File: config.mk
export PLATFORM = sky130hd
export DESIGN_NAME = sqd_deploy_ctrl
export DESIGN_NICKNAME = d
export VERILOG_FILES = /design/src/sqd_pkg.sv /design/src/sqd_sync3.sv /design/src/sqd_fire_chan.sv /design/src/sqd_deploy_ctrl.sv
export SDC_FILE = /design/constraint.sdc
export NUM_CORES = 1
export LEC_CHECK = 0
export BUFFER_PORTS_ARGS = -buffer_cell sky130_fd_sc_hd__buf_4
export CAP_MARGIN = 10
export CORE_MARGIN = 2
export CORE_UTILIZATION = 40
export DETAILED_ROUTE_END_ITERATION = 10
export GPL_TIMING_DRIVEN = 0
export PLACE_DENSITY_LB_ADDON = 0.05
export SYNTH_ARGS = -nofsm -noshare
export SYNTH_HDL_FRONTEND = slang
export SYNTH_HIERARCHICAL = 1
export SYNTH_SLANG_ARGS = --single-unit
File: constraint.sdc
create_clock -name core_clk -period 6.7 [get_ports core_clk]
set_input_delay 0.67 -clock core_clk [delete_from_list [all_inputs] [get_ports core_clk]]
set_output_delay 0.67 -clock core_clk [all_outputs]
set_load 0.005 [all_outputs]
File: src/sqd_pkg.sv
// Shared constants and types of the squib deploy control block
package sqd_pkg;

  // ---------------------------------------------------------------
  // Clock
  // ---------------------------------------------------------------
  localparam int unsigned CLK_PERIOD_NS = 20;

  // ---------------------------------------------------------------
  // Timing figures in their own units
  // ---------------------------------------------------------------
  localparam int unsigned T_DUR_500US_NS = 500000;
  localparam int unsigned T_DUR_700US_NS = 700000;
  localparam int unsigned T_DUR_2MS_NS = 2000000;
  localparam int unsigned T_EXP_SPAN_MS = 500;
  localparam int unsigned EXP_STEPS = 63;
  localparam int unsigned T_DEL_SD_LS_NS = 2000;
  localparam int unsigned T_FLT_ILIM_LS_NS = 4000;
  localparam int unsigned T_ARM_STRETCH_US = 1000;

  // ---------------------------------------------------------------
  // Cycle counts derived from the figures
  // ---------------------------------------------------------------
  localparam int unsigned DUR_500US_CYC = (T_DUR_500US_NS + CLK_PERIOD_NS - 1) / CLK_PERIOD_NS;
  localparam int unsigned DUR_700US_CYC = (T_DUR_700US_NS + CLK_PERIOD_NS - 1) / CLK_PERIOD_NS;
  localparam int unsigned DUR_2MS_CYC = (T_DUR_2MS_NS + CLK_PERIOD_NS - 1) / CLK_PERIOD_NS;
  localparam int unsigned EXP_TICK_CYC = (T_EXP_SPAN_MS * 1000000 / EXP_STEPS) / CLK_PERIOD_NS;
  localparam int unsigned DEL_LS_CYC = (T_DEL_SD_LS_NS + CLK_PERIOD_NS - 1) / CLK_PERIOD_NS;
  localparam int unsigned FLT_ILIM_CYC = (T_FLT_ILIM_LS_NS + CLK_PERIOD_NS - 1) / CLK_PERIOD_NS;
  localparam int unsigned ARM_STRETCH_CYC = (T_ARM_STRETCH_US * 1000) / CLK_PERIOD_NS;

  // ---------------------------------------------------------------
  // Widths
  // ---------------------------------------------------------------
  localparam int unsigned NUM_CHAN = 4;
  localparam int unsigned EXP_W = 6;
  localparam int unsigned TICK_W = 19;
  localparam int unsigned STR_W = 20;
  localparam int unsigned FLT_W = 10;
  localparam int unsigned DUR_W = 17;

  // ---------------------------------------------------------------
  // Encodings and reset values
  // ---------------------------------------------------------------
  localparam logic [1:0] DUR_SEL_500US = 2'h0;
  localparam logic [1:0] DUR_SEL_700US = 2'h1;
  localparam logic [1:0] DUR_SEL_2MS = 2'h2;
  localparam logic [3:0] CHAN_RST = 4'h0;
  localparam logic [EXP_W-1:0] EXP_RST = 6'h00;
  localparam logic [5:0] SYNC_RST = 6'h02;

  typedef enum logic
  {
    GFE_OFF = 1'b0,
    GFE_ON = 1'b1
  } sqd_gfe_t;

endpackage

File: src/sqd_sync3.sv
// Three-stage input synchroniser with agreement filter
`timescale 1ns/1ps
module sqd_sync3 #(
  parameter int unsigned W = 1,
  parameter logic [W-1:0] P_RST = '0
) (
  // Clock and reset
  input wire logic core_clk,
  input wire logic resetn,
  // Data
  input wire logic [W-1:0] async_in,
  output logic [W-1:0] sync_out
);

  typedef struct packed {
    logic [W-1:0] s1;
    logic [W-1:0] s2;
    logic [W-1:0] s3;
    logic [W-1:0] o;
  } sqd_sync_state_t;

  sqd_sync_state_t q;
  sqd_sync_state_t d;

  always_comb
  begin
    d = q;
    d.s1 = async_in;
    d.s2 = q.s1;
    d.s3 = q.s2;
    // Output follows only where stages two and three agree
    d.o = (q.s2 & q.s3) | (q.o & (q.s2 | q.s3));
  end

  always_ff @(posedge core_clk or negedge resetn)
  begin
    if (!resetn)
    begin
      q <= {P_RST, P_RST, P_RST, P_RST};
    end
    else
    begin
      q <= d;
    end
  end

  assign sync_out = q.o;

endmodule

File: src/sqd_fire_chan.sv
// One deployment channel: firing timer and staged driver turn-off
`timescale 1ns/1ps
module sqd_fire_chan #(
  parameter int unsigned P_DUR_500 = sqd_pkg::DUR_500US_CYC,
  parameter int unsigned P_DUR_700 = sqd_pkg::DUR_700US_CYC,
  parameter int unsigned P_DUR_2MS = sqd_pkg::DUR_2MS_CYC,
  parameter int unsigned P_DEL_LS = sqd_pkg::DEL_LS_CYC
) (
  // Clock and reset
  input wire logic core_clk,
  input wire logic resetn,
  // Control
  input wire logic start,
  input wire logic [1:0] dur_sel,
  input wire logic abort,
  // Drivers and status
  output logic hs_on,
  output logic ls_on,
  output logic done,
  output logic busy
);

  typedef enum logic [1:0]
  {
    CH_IDLE = 2'b00,
    CH_FIRE = 2'b01,
    CH_LSDLY = 2'b10
  } sqd_chan_st_t;

  typedef struct packed {
    sqd_chan_st_t st;
    logic [sqd_pkg::DUR_W-1:0] cnt;
    logic hs;
    logic ls;
    logic done;
  } sqd_chan_state_t;

  sqd_chan_state_t q;
  sqd_chan_state_t d;
  logic [sqd_pkg::DUR_W-1:0] dur_load;

  always_comb
  begin
    d = q;
    d.done = 1'b0;
    if (dur_sel == sqd_pkg::DUR_SEL_2MS)
      dur_load = sqd_pkg::DUR_W'(P_DUR_2MS - 1);
    else if (dur_sel == sqd_pkg::DUR_SEL_700US)
      dur_load = sqd_pkg::DUR_W'(P_DUR_700 - 1);
    else
      dur_load = sqd_pkg::DUR_W'(P_DUR_500 - 1);
    unique case (q.st)
      CH_IDLE:
      begin
        if (start && !abort)
        begin
          d.st = CH_FIRE;
          d.cnt = dur_load;
          d.hs = 1'b1;
          d.ls = 1'b1;
        end
      end
      CH_FIRE:
      begin
        // only elapse, fault abort or reset ends
        if (q.cnt == '0)
        begin
          // success on elapse
          d.done = 1'b1;
          d.hs = 1'b0;
          d.st = CH_LSDLY;
          d.cnt = sqd_pkg::DUR_W'(P_DEL_LS - 1);
        end
        else
        begin
          d.cnt = q.cnt - 1'b1;
        end
      end
      CH_LSDLY:
      begin
        // low side later
        if (q.cnt == '0)
        begin
          d.ls = 1'b0;
          d.st = CH_IDLE;
        end
        else
        begin
          d.cnt = q.cnt - 1'b1;
        end
      end
      default:
      begin
        d.st = CH_IDLE;
        d.hs = 1'b0;
        d.ls = 1'b0;
      end
    endcase
    // latched fault shutdown
    if (abort)
    begin
      d.st = CH_IDLE;
      d.hs = 1'b0;
      d.ls = 1'b0;
      d.done = 1'b0;
    end
  end

  always_ff @(posedge core_clk or negedge resetn)
  begin
    if (!resetn)
    begin
      q <= '{st: CH_IDLE, cnt: '0, hs: 1'b0, ls: 1'b0, done: 1'b0};
    end
    else
    begin
      q <= d;
    end
  end

  assign hs_on = q.hs;
  assign ls_on = q.ls;
  assign done = q.done;
  assign busy = (q.st != CH_IDLE);

endmodule

File: src/sqd_deploy_ctrl.sv
// Squib deploy command, enable and channel control logic
//
// Operation
// Four channels, separate high and low drivers.
// Fire needs deploy command plus enabling condition.
// High enable active high, low enable active low.
// Started deployment stops only by elapse, fault or reset.
// Any channel mix fires together or sequenced.
// 1.75 A with 2 ms becomes 1.2 A 500us.
// Replaced pairing sets the channel misuse flag.
// Deploy command lapses after chosen hold period.
// Six-bit expiration timer, readable with state.
// Fire only with power good, safing or arming.
// Host request bits trigger individual channels.
// Fire also needs global enable on.
// Refire needs global off-on toggle, new command.
// Commands ignored while off and none pending.
// Global on forces diagnostics to reset.
// Lock and unlock command drives global enable.
// Enables global, deploy commands per channel.
// Enable accepted before, during, or after commands.
// Unarmed command cancelled at timer expiry.
// Lone arming holds enables for stretch time.
// Stretch timer state is readable by host.
// Elapsed timer sets channel and global success.
// Low side turns off delayed after high.
// Long current limit latches both drivers off.
// Global enable resets off, moves on commands.
// Timer loads on accept, clears pending at zero.
`timescale 1ns/1ps
module sqd_deploy_ctrl #(
  parameter int unsigned P_DUR_500 = sqd_pkg::DUR_500US_CYC,
  parameter int unsigned P_DUR_700 = sqd_pkg::DUR_700US_CYC,
  parameter int unsigned P_DUR_2MS = sqd_pkg::DUR_2MS_CYC,
  parameter int unsigned P_EXP_TICK = sqd_pkg::EXP_TICK_CYC,
  parameter int unsigned P_ARM_STRETCH = sqd_pkg::ARM_STRETCH_CYC,
  parameter int unsigned P_DEL_LS = sqd_pkg::DEL_LS_CYC
) (
  // Clock and reset
  input wire logic core_clk,
  input wire logic resetn,
  // Device status from same clock domain
  input wire logic por_ok,
  input wire logic safing_state_machine_ok,
  input wire logic use_internal_safing,
  input wire logic arm_hs_pulse,
  input wire logic arm_ls_pulse,
  // Fire enable pins and current limit comparators
  input wire logic hs_fire_enable_in,
  input wire logic ls_fire_enable_n_in,
  input wire logic [3:0] ls_ilim_in,
  // Deploy command register write
  input wire logic deploy_command_wr,
  input wire logic [3:0] deploy_command_reg,
  // Global fire enable command
  input wire logic global_fire_enable_cmd,
  input wire logic global_fire_enable_signal,
  // Deploy configuration register write
  input wire logic deploy_config_wr,
  input wire logic [3:0] deploy_config_chan,
  input wire logic deploy_config_cur_hi,
  input wire logic [1:0] deploy_config_dur,
  input wire logic [5:0] deploy_config_hold,
  input wire logic [3:0] misuse_clr,
  // Drivers
  output logic [3:0] hs_drive,
  output logic [3:0] ls_drive,
  output logic [3:0] chan_cur_hi,
  // Deploy status
  output logic [3:0] deploy_pending,
  output logic [5:0] expire_timer,
  output logic [3:0] chan_deploy_misuse_flag,
  output logic [3:0] chan_deploy_done_flag,
  output logic any_deploy_done_flag,
  output logic [3:0] chan_fault_latched,
  output logic global_fire_on,
  output logic diag_force_reset,
  output logic [1:0] arm_stretch_status_reg,
  output logic hs_enable,
  output logic ls_enable
);

  localparam int unsigned NC = sqd_pkg::NUM_CHAN;

  typedef struct packed {
    sqd_pkg::sqd_gfe_t gfe;
    logic [NC-1:0] pend;
    logic [sqd_pkg::EXP_W-1:0] exp_cnt;
    logic [sqd_pkg::TICK_W-1:0] tick_cnt;
    logic [NC-1:0] fired;
    logic [NC-1:0] start;
    logic [NC-1:0] flt_latch;
    logic [NC-1:0][sqd_pkg::FLT_W-1:0] flt_cnt;
    logic [NC-1:0] cur_hi;
    logic [NC-1:0][1:0] dur_sel;
    logic [NC-1:0] misuse;
    logic [NC-1:0] done;
    logic any_done;
    logic [sqd_pkg::STR_W-1:0] hs_str;
    logic [sqd_pkg::STR_W-1:0] ls_str;
    logic [1:0] str_stat;
    logic hs_en;
    logic ls_en;
    logic diag_force;
  } sqd_top_state_t;

  sqd_top_state_t q;
  sqd_top_state_t d;

  logic [5:0] sync_out;
  logic hs_pin_s;
  logic ls_pin_n_s;
  logic [NC-1:0] ilim_s;
  logic [NC-1:0] chan_hs;
  logic [NC-1:0] chan_ls;
  logic [NC-1:0] chan_done;
  logic [NC-1:0] chan_busy;

  // ---------------------------------------------------------------
  // Pin synchronisers
  // ---------------------------------------------------------------
  sqd_sync3 #(
    .W(6),
    .P_RST(sqd_pkg::SYNC_RST)
  ) u_sync (
    .core_clk(core_clk),
    .resetn(resetn),
    .async_in({ls_ilim_in, ls_fire_enable_n_in, hs_fire_enable_in}),
    .sync_out(sync_out)
  );

  assign hs_pin_s = sync_out[0];
  assign ls_pin_n_s = sync_out[1];
  assign ilim_s = sync_out[5:2];

  // ---------------------------------------------------------------
  // Channels
  // ---------------------------------------------------------------
  // four independent channels
  genvar gi;
  generate
    for (gi = 0; gi < NC; gi++)
    begin : g_chan
      sqd_fire_chan #(
        .P_DUR_500(P_DUR_500),
        .P_DUR_700(P_DUR_700),
        .P_DUR_2MS(P_DUR_2MS),
        .P_DEL_LS(P_DEL_LS)
      ) u_chan (
        .core_clk(core_clk),
        .resetn(resetn),
        .start(q.start[gi]),
        .dur_sel(q.dur_sel[gi]),
        .abort(q.flt_latch[gi]),
        .hs_on(chan_hs[gi]),
        .ls_on(chan_ls[gi]),
        .done(chan_done[gi]),
        .busy(chan_busy[gi])
      );
    end
  endgenerate

  // ---------------------------------------------------------------
  // Control logic
  // ---------------------------------------------------------------
  logic hs_act;
  logic ls_act;
  logic accept;
  logic fire_ok;
  logic [NC-1:0] ready;

  always_comb
  begin
    d = q;

    // global enable command
    // changes only on command
    if (global_fire_enable_cmd)
    begin
      d.gfe = global_fire_enable_signal ? sqd_pkg::GFE_ON : sqd_pkg::GFE_OFF;
    end
    // toggle rearms channels
    if (q.gfe == sqd_pkg::GFE_ON && d.gfe == sqd_pkg::GFE_OFF)
    begin
      d.fired = '0;
      d.flt_latch = '0;
    end
    // diagnostics held in reset
    d.diag_force = (d.gfe == sqd_pkg::GFE_ON);

    // arming pulse stretch
    if (arm_hs_pulse)
      d.hs_str = sqd_pkg::STR_W'(P_ARM_STRETCH - 1);
    else if (q.hs_str != '0)
      d.hs_str = q.hs_str - 1'b1;
    if (arm_ls_pulse)
      d.ls_str = sqd_pkg::STR_W'(P_ARM_STRETCH - 1);
    else if (q.ls_str != '0)
      d.ls_str = q.ls_str - 1'b1;
    hs_act = arm_hs_pulse || (q.hs_str != '0);
    ls_act = arm_ls_pulse || (q.ls_str != '0);
    // stretch status
    d.str_stat = {ls_act, hs_act};
    // pin polarities
    // enables shared by all
    d.hs_en = use_internal_safing ? hs_act : hs_pin_s;
    d.ls_en = use_internal_safing ? ls_act : !ls_pin_n_s;

    // forbidden pairing replaced
    d.misuse = q.misuse & ~misuse_clr;
    if (deploy_config_wr)
    begin
      d.tick_cnt = q.tick_cnt;
      for (int i = 0; i < NC; i++)
      begin
        if (deploy_config_chan[i])
        begin
          if (deploy_config_cur_hi && deploy_config_dur == sqd_pkg::DUR_SEL_2MS)
          begin
            d.cur_hi[i] = 1'b0;
            d.dur_sel[i] = sqd_pkg::DUR_SEL_500US;
            // misuse flag set
            d.misuse[i] = 1'b1;
          end
          else
          begin
            d.cur_hi[i] = deploy_config_cur_hi;
            d.dur_sel[i] = deploy_config_dur;
          end
        end
      end
    end

    // hold period countdown
    // unarmed command lapses
    if (q.exp_cnt != '0)
    begin
      if (q.tick_cnt == sqd_pkg::TICK_W'(P_EXP_TICK - 1))
      begin
        d.tick_cnt = '0;
        d.exp_cnt = q.exp_cnt - 1'b1;
        // clear at zero
        if (q.exp_cnt == sqd_pkg::EXP_W'(1))
          d.pend = '0;
      end
      else
      begin
        d.tick_cnt = q.tick_cnt + 1'b1;
      end
    end

    // ignored while off, none pending
    accept = deploy_command_wr && (deploy_command_reg != '0)
      && (q.gfe == sqd_pkg::GFE_ON || q.pend != '0);
    if (accept)
    begin
      // per channel triggers
      d.pend = d.pend | deploy_command_reg;
      // timer load on accept
      d.exp_cnt = (deploy_config_hold == '0) ? sqd_pkg::EXP_W'(1) : deploy_config_hold;
      d.tick_cnt = '0;
    end

    // command and enabling condition
    // power and safing state
    // global enable on
    // coincidence in any order
    fire_ok = q.hs_en && q.ls_en && por_ok && safing_state_machine_ok
      && (q.gfe == sqd_pkg::GFE_ON);
    ready = q.pend & ~q.fired & ~q.flt_latch & ~chan_busy & ~q.start;
    // any channel combination
    d.start = fire_ok ? ready : '0;
    d.fired = d.fired | d.start;
    d.pend = d.pend & ~d.start;
    if (d.pend == '0 && q.pend != '0)
    begin
      d.exp_cnt = '0;
      d.tick_cnt = '0;
    end

    // current limit deglitch
    for (int i = 0; i < NC; i++)
    begin
      if (chan_busy[i] && ilim_s[i] && !q.flt_latch[i])
      begin
        if (q.flt_cnt[i] == sqd_pkg::FLT_W'(sqd_pkg::FLT_ILIM_CYC - 1))
        begin
          d.flt_latch[i] = 1'b1;
          d.flt_cnt[i] = '0;
        end
        else
        begin
          d.flt_cnt[i] = q.flt_cnt[i] + 1'b1;
        end
      end
      else
      begin
        d.flt_cnt[i] = '0;
      end
    end

    // success flags
    d.done = q.done | chan_done;
    d.any_done = |(q.done | chan_done);
  end

  always_ff @(posedge core_clk or negedge resetn)
  begin
    if (!resetn)
    begin
      q <= '{
        gfe: sqd_pkg::GFE_OFF,
        pend: sqd_pkg::CHAN_RST,
        exp_cnt: sqd_pkg::EXP_RST,
        tick_cnt: '0,
        fired: sqd_pkg::CHAN_RST,
        start: sqd_pkg::CHAN_RST,
        flt_latch: sqd_pkg::CHAN_RST,
        flt_cnt: '0,
        cur_hi: sqd_pkg::CHAN_RST,
        dur_sel: '0,
        misuse: sqd_pkg::CHAN_RST,
        done: sqd_pkg::CHAN_RST,
        any_done: 1'b0,
        hs_str: '0,
        ls_str: '0,
        str_stat: 2'h0,
        hs_en: 1'b0,
        ls_en: 1'b0,
        diag_force: 1'b0
      };
    end
    else
    begin
      q <= d;
    end
  end

  // ---------------------------------------------------------------
  // Outputs
  // ---------------------------------------------------------------
  assign hs_drive = chan_hs;
  assign ls_drive = chan_ls;
  assign chan_cur_hi = q.cur_hi;
  // timer and state readable
  assign deploy_pending = q.pend;
  assign expire_timer = q.exp_cnt;
  assign chan_deploy_misuse_flag = q.misuse;
  assign chan_deploy_done_flag = q.done;
  assign any_deploy_done_flag = q.any_done;
  assign chan_fault_latched = q.flt_latch;
  assign global_fire_on = (q.gfe == sqd_pkg::GFE_ON);
  assign diag_force_reset = q.diag_force;
  assign arm_stretch_status_reg = q.str_stat;
  assign hs_enable = q.hs_en;
  assign ls_enable = q.ls_en;

endmodule

==> impl_metrics.yaml <==
clock_network:
  clockBufferDepth: 3
  cts_max_level: 2
  cts.sinks: 259
  clock_latency_ps: 500
  cts_hold_buf: 0
  postCtsSetupRepairBufs: 0
  cts_resized: 0
  clkSlewWorstSetupHoldPaths_ps: 60
  cts-root-buf: "clkbuf_16"
  cts_tree: "done"
  numCtsBuffers: 34
floorplanning:
  rows: 68
  num_io_pins: 79
  die-area_um2: 36700
  start_util: 0.407
  die_w_um: 192
  core-area_um2: 34600
  fp.dieH_um: 192
timing:
  slew_viol_final: 0
  setup_tns_ps: 0
  rsz0062_at_grt: "false"
  relSlewSlack: 0.351
  finalSetupViolations: 0
  fin_crit_sh: 0.527
  hold_violations: 0
  tightest_slew_ps: 972
  timing.fmax_mhz: 283
  setup_ws_ps: 3170
  skew_ps: 15.8
  fin_crit_ps: 3530
route:
  avgViaCountPerCell: 5.46
  drt_iter0_markers: 555
  wl_um: 34200
  drc: 0
  wire_per_inst_um: 16.5
  drtPass1Iterations: 5
  ant_nets: 0
  num_vias: 11300
synthesis:
  synth-edff-count: 0
  syn_inst: 1478
  ys_types: 95
  ys_async_sr_fraction: 1.00
  synth_seq_cells: 259
  synth_fp_nets: 1560
  syn_area_um2: 14100
  synth-main-ff-cell: "dfrtp_1"
  yosysWarnings: 6
  syn_area_per_cell_um2: 9.53
  ys_seq_area_frac: 0.461
setup_path:
  crit_buf_inv: 3
  crit_start: "g_chan[1].u_chan/q[21]"
  worstPathArrival_ps: 3910
  reg2reg_to: "q[130]"
  critical_path.max_fanout: 10
  critPathMostFrequentCell: "inv_1"
  cp.required_ps: 7080
  cp.depth: 9
  crit_type: "reg -> reg"
  slowest_delay_ps: 620
  crit-reg2reg-launch: "g_chan[1].u_chan/q[21]"
  critPathTopFamily: "simple AND/OR/NAND/NOR gates"
  end_kind: "register"
  crit_path_top_delay_cell: "o41ai_4"
  r2r_cells: 9
  reg2reg_slack_ps: 3170
  crit_end: "q[130]"
  crit_chain: "inv_1 > ha_1 > inv_1 > or4_1 > nor4_2 > o22ai_1 > o41ai_4 > buf_2 > nor2_1"
  cp-start-kind: "register"
finish:
  fillers: 3290
  layout-drive-gt1-share: 0.153
  nets: 1676
  largest_reg_flops: 115
  final_cell_mix: "dfrtp_1 (255), nor2_1 (148), buf_4 (112)"
  regMostFlops: "q"
  area_growth_pct: 16.6
  layout_commonest_cell: "dfrtp_1"
  diodes: 0
  final_cells: 2074
power_and_ir_drop:
  power_uw: 5620
  powerDensity_nw_per_um2: 342
  p_leak_uw: 0.00699
  irDropWorstVdd_mv: 0.167
grt:
  grt_overflow_total: 0
  antenna_found_initial: 1
  grt_max_degree: 115
  grtUsageTotal: 0.192
  grt_pass1_wl_um: 57800
  grt_pass1_vias: 11100
place:
  hpwl_um: 24200
  io_buffers: 78
  pre_cts_slack_ps: 3130
  place.gp.congestion: 0.825
  place_inst: 2013
outcome:
  status: "finished clean"
min_path:
  worstHoldPathType: "in -> async"
flow_run:
  max_cap_viol_count: 0
logic make-up (layout without fill, tap and decap cells):
logic type                 count (synthesis)  after routing  synth area share
and+or+nand+nor                          553            553             0.211
AOI/OAI and AO/OA                        378            378             0.180
DFF                                      259            259             0.461
buffers and inverters                    165            306            0.0572
xor gates and xnor gates                  59             59            0.0367
adders and majority gates                 50             50            0.0439
muxes                                     14             14            0.0105
cell usage after synthesis (all sizes together) (10+ instances only):
library cell	n	area [um2]
a21o	17	128
xnor2	28	245
nor4	34	302
nor2	148	556
nand3	46	230
a21oi	76	380
o31ai	16	125
nand2b	21	131
dfrtp	255	6380
or2	10	62.6
nor3	48	260
clkbuf	27	103
o22ai	14	87.6
o211ai	14	105
a31oi	29	196
inv	84	315
or3	24	150
nand3b	10	75.1
nand4	19	119
or4	20	154
a211oi	12	90.1
buf	53	384
o21ai	97	489
nor3b	10	103
xor2	31	272
a22o	16	140
nor2b	15	93.8
nand2	113	442
ha	44	551
area by class of cell:
cell class              count  area, um2  area share
repair buffers             80        648      0.0395
clock buffers              49        978      0.0596
clock inverters            12        146     0.00891
plain buffers              80        487      0.0296
well taps                 455        569      0.0347
flip-flops and latches    259       6490       0.395
inverters                  85        319      0.0194
multi-input cells        1054       6790       0.413
routing by layer:
metal	vias up	track usage	wire length [um]
met5	-	0	0
met4	0	0.0423	530
met3	41	0.0265	1290
met2	189	0.304	15600
met1	5508	0.281	16800
li1	5580	-	-
power by group:
| part | internal (uW) | total [uW] | switching [uW] |
|---|---|---|---|
| sequential | 1820 | 2100 | 276 |
| clock | 1130 | 1820 | 683 |
| combinational | 698 | 1710 | 1010 |
worst min-delay path by stage:
stage                       startpoint               endpoint  slack [ps]  cells past startpoint
after global placement    u_sync/d[12]            u_sync/d[6]         340                      0
after global routing            resetn  g_chan[2].u_chan/q[7]         130                      1
after CTS                       resetn  g_chan[2].u_chan/q[9]         120                      1
after floorplan           u_sync/d[16]           u_sync/d[10]         330                      0
after detailed placement  u_sync/d[12]            u_sync/d[6]         340                      0
final                           resetn  g_chan[2].u_chan/q[9]         100                      1
stage by stage:
step / instance area (um2) / util / hold WS [ps]
3_5_place_dp: 15300 / 0.442 / 340
6_report: 16400 / 0.474 / 104
3_3_place_gp: 15200 / 0.440 / 337
4_1_cts: 16400 / 0.474 / 123
5_1_grt: 16400 / 0.474 / 129
2_1_floorplan: 14100 / - / 331
(Power assumes the default switching activity.)
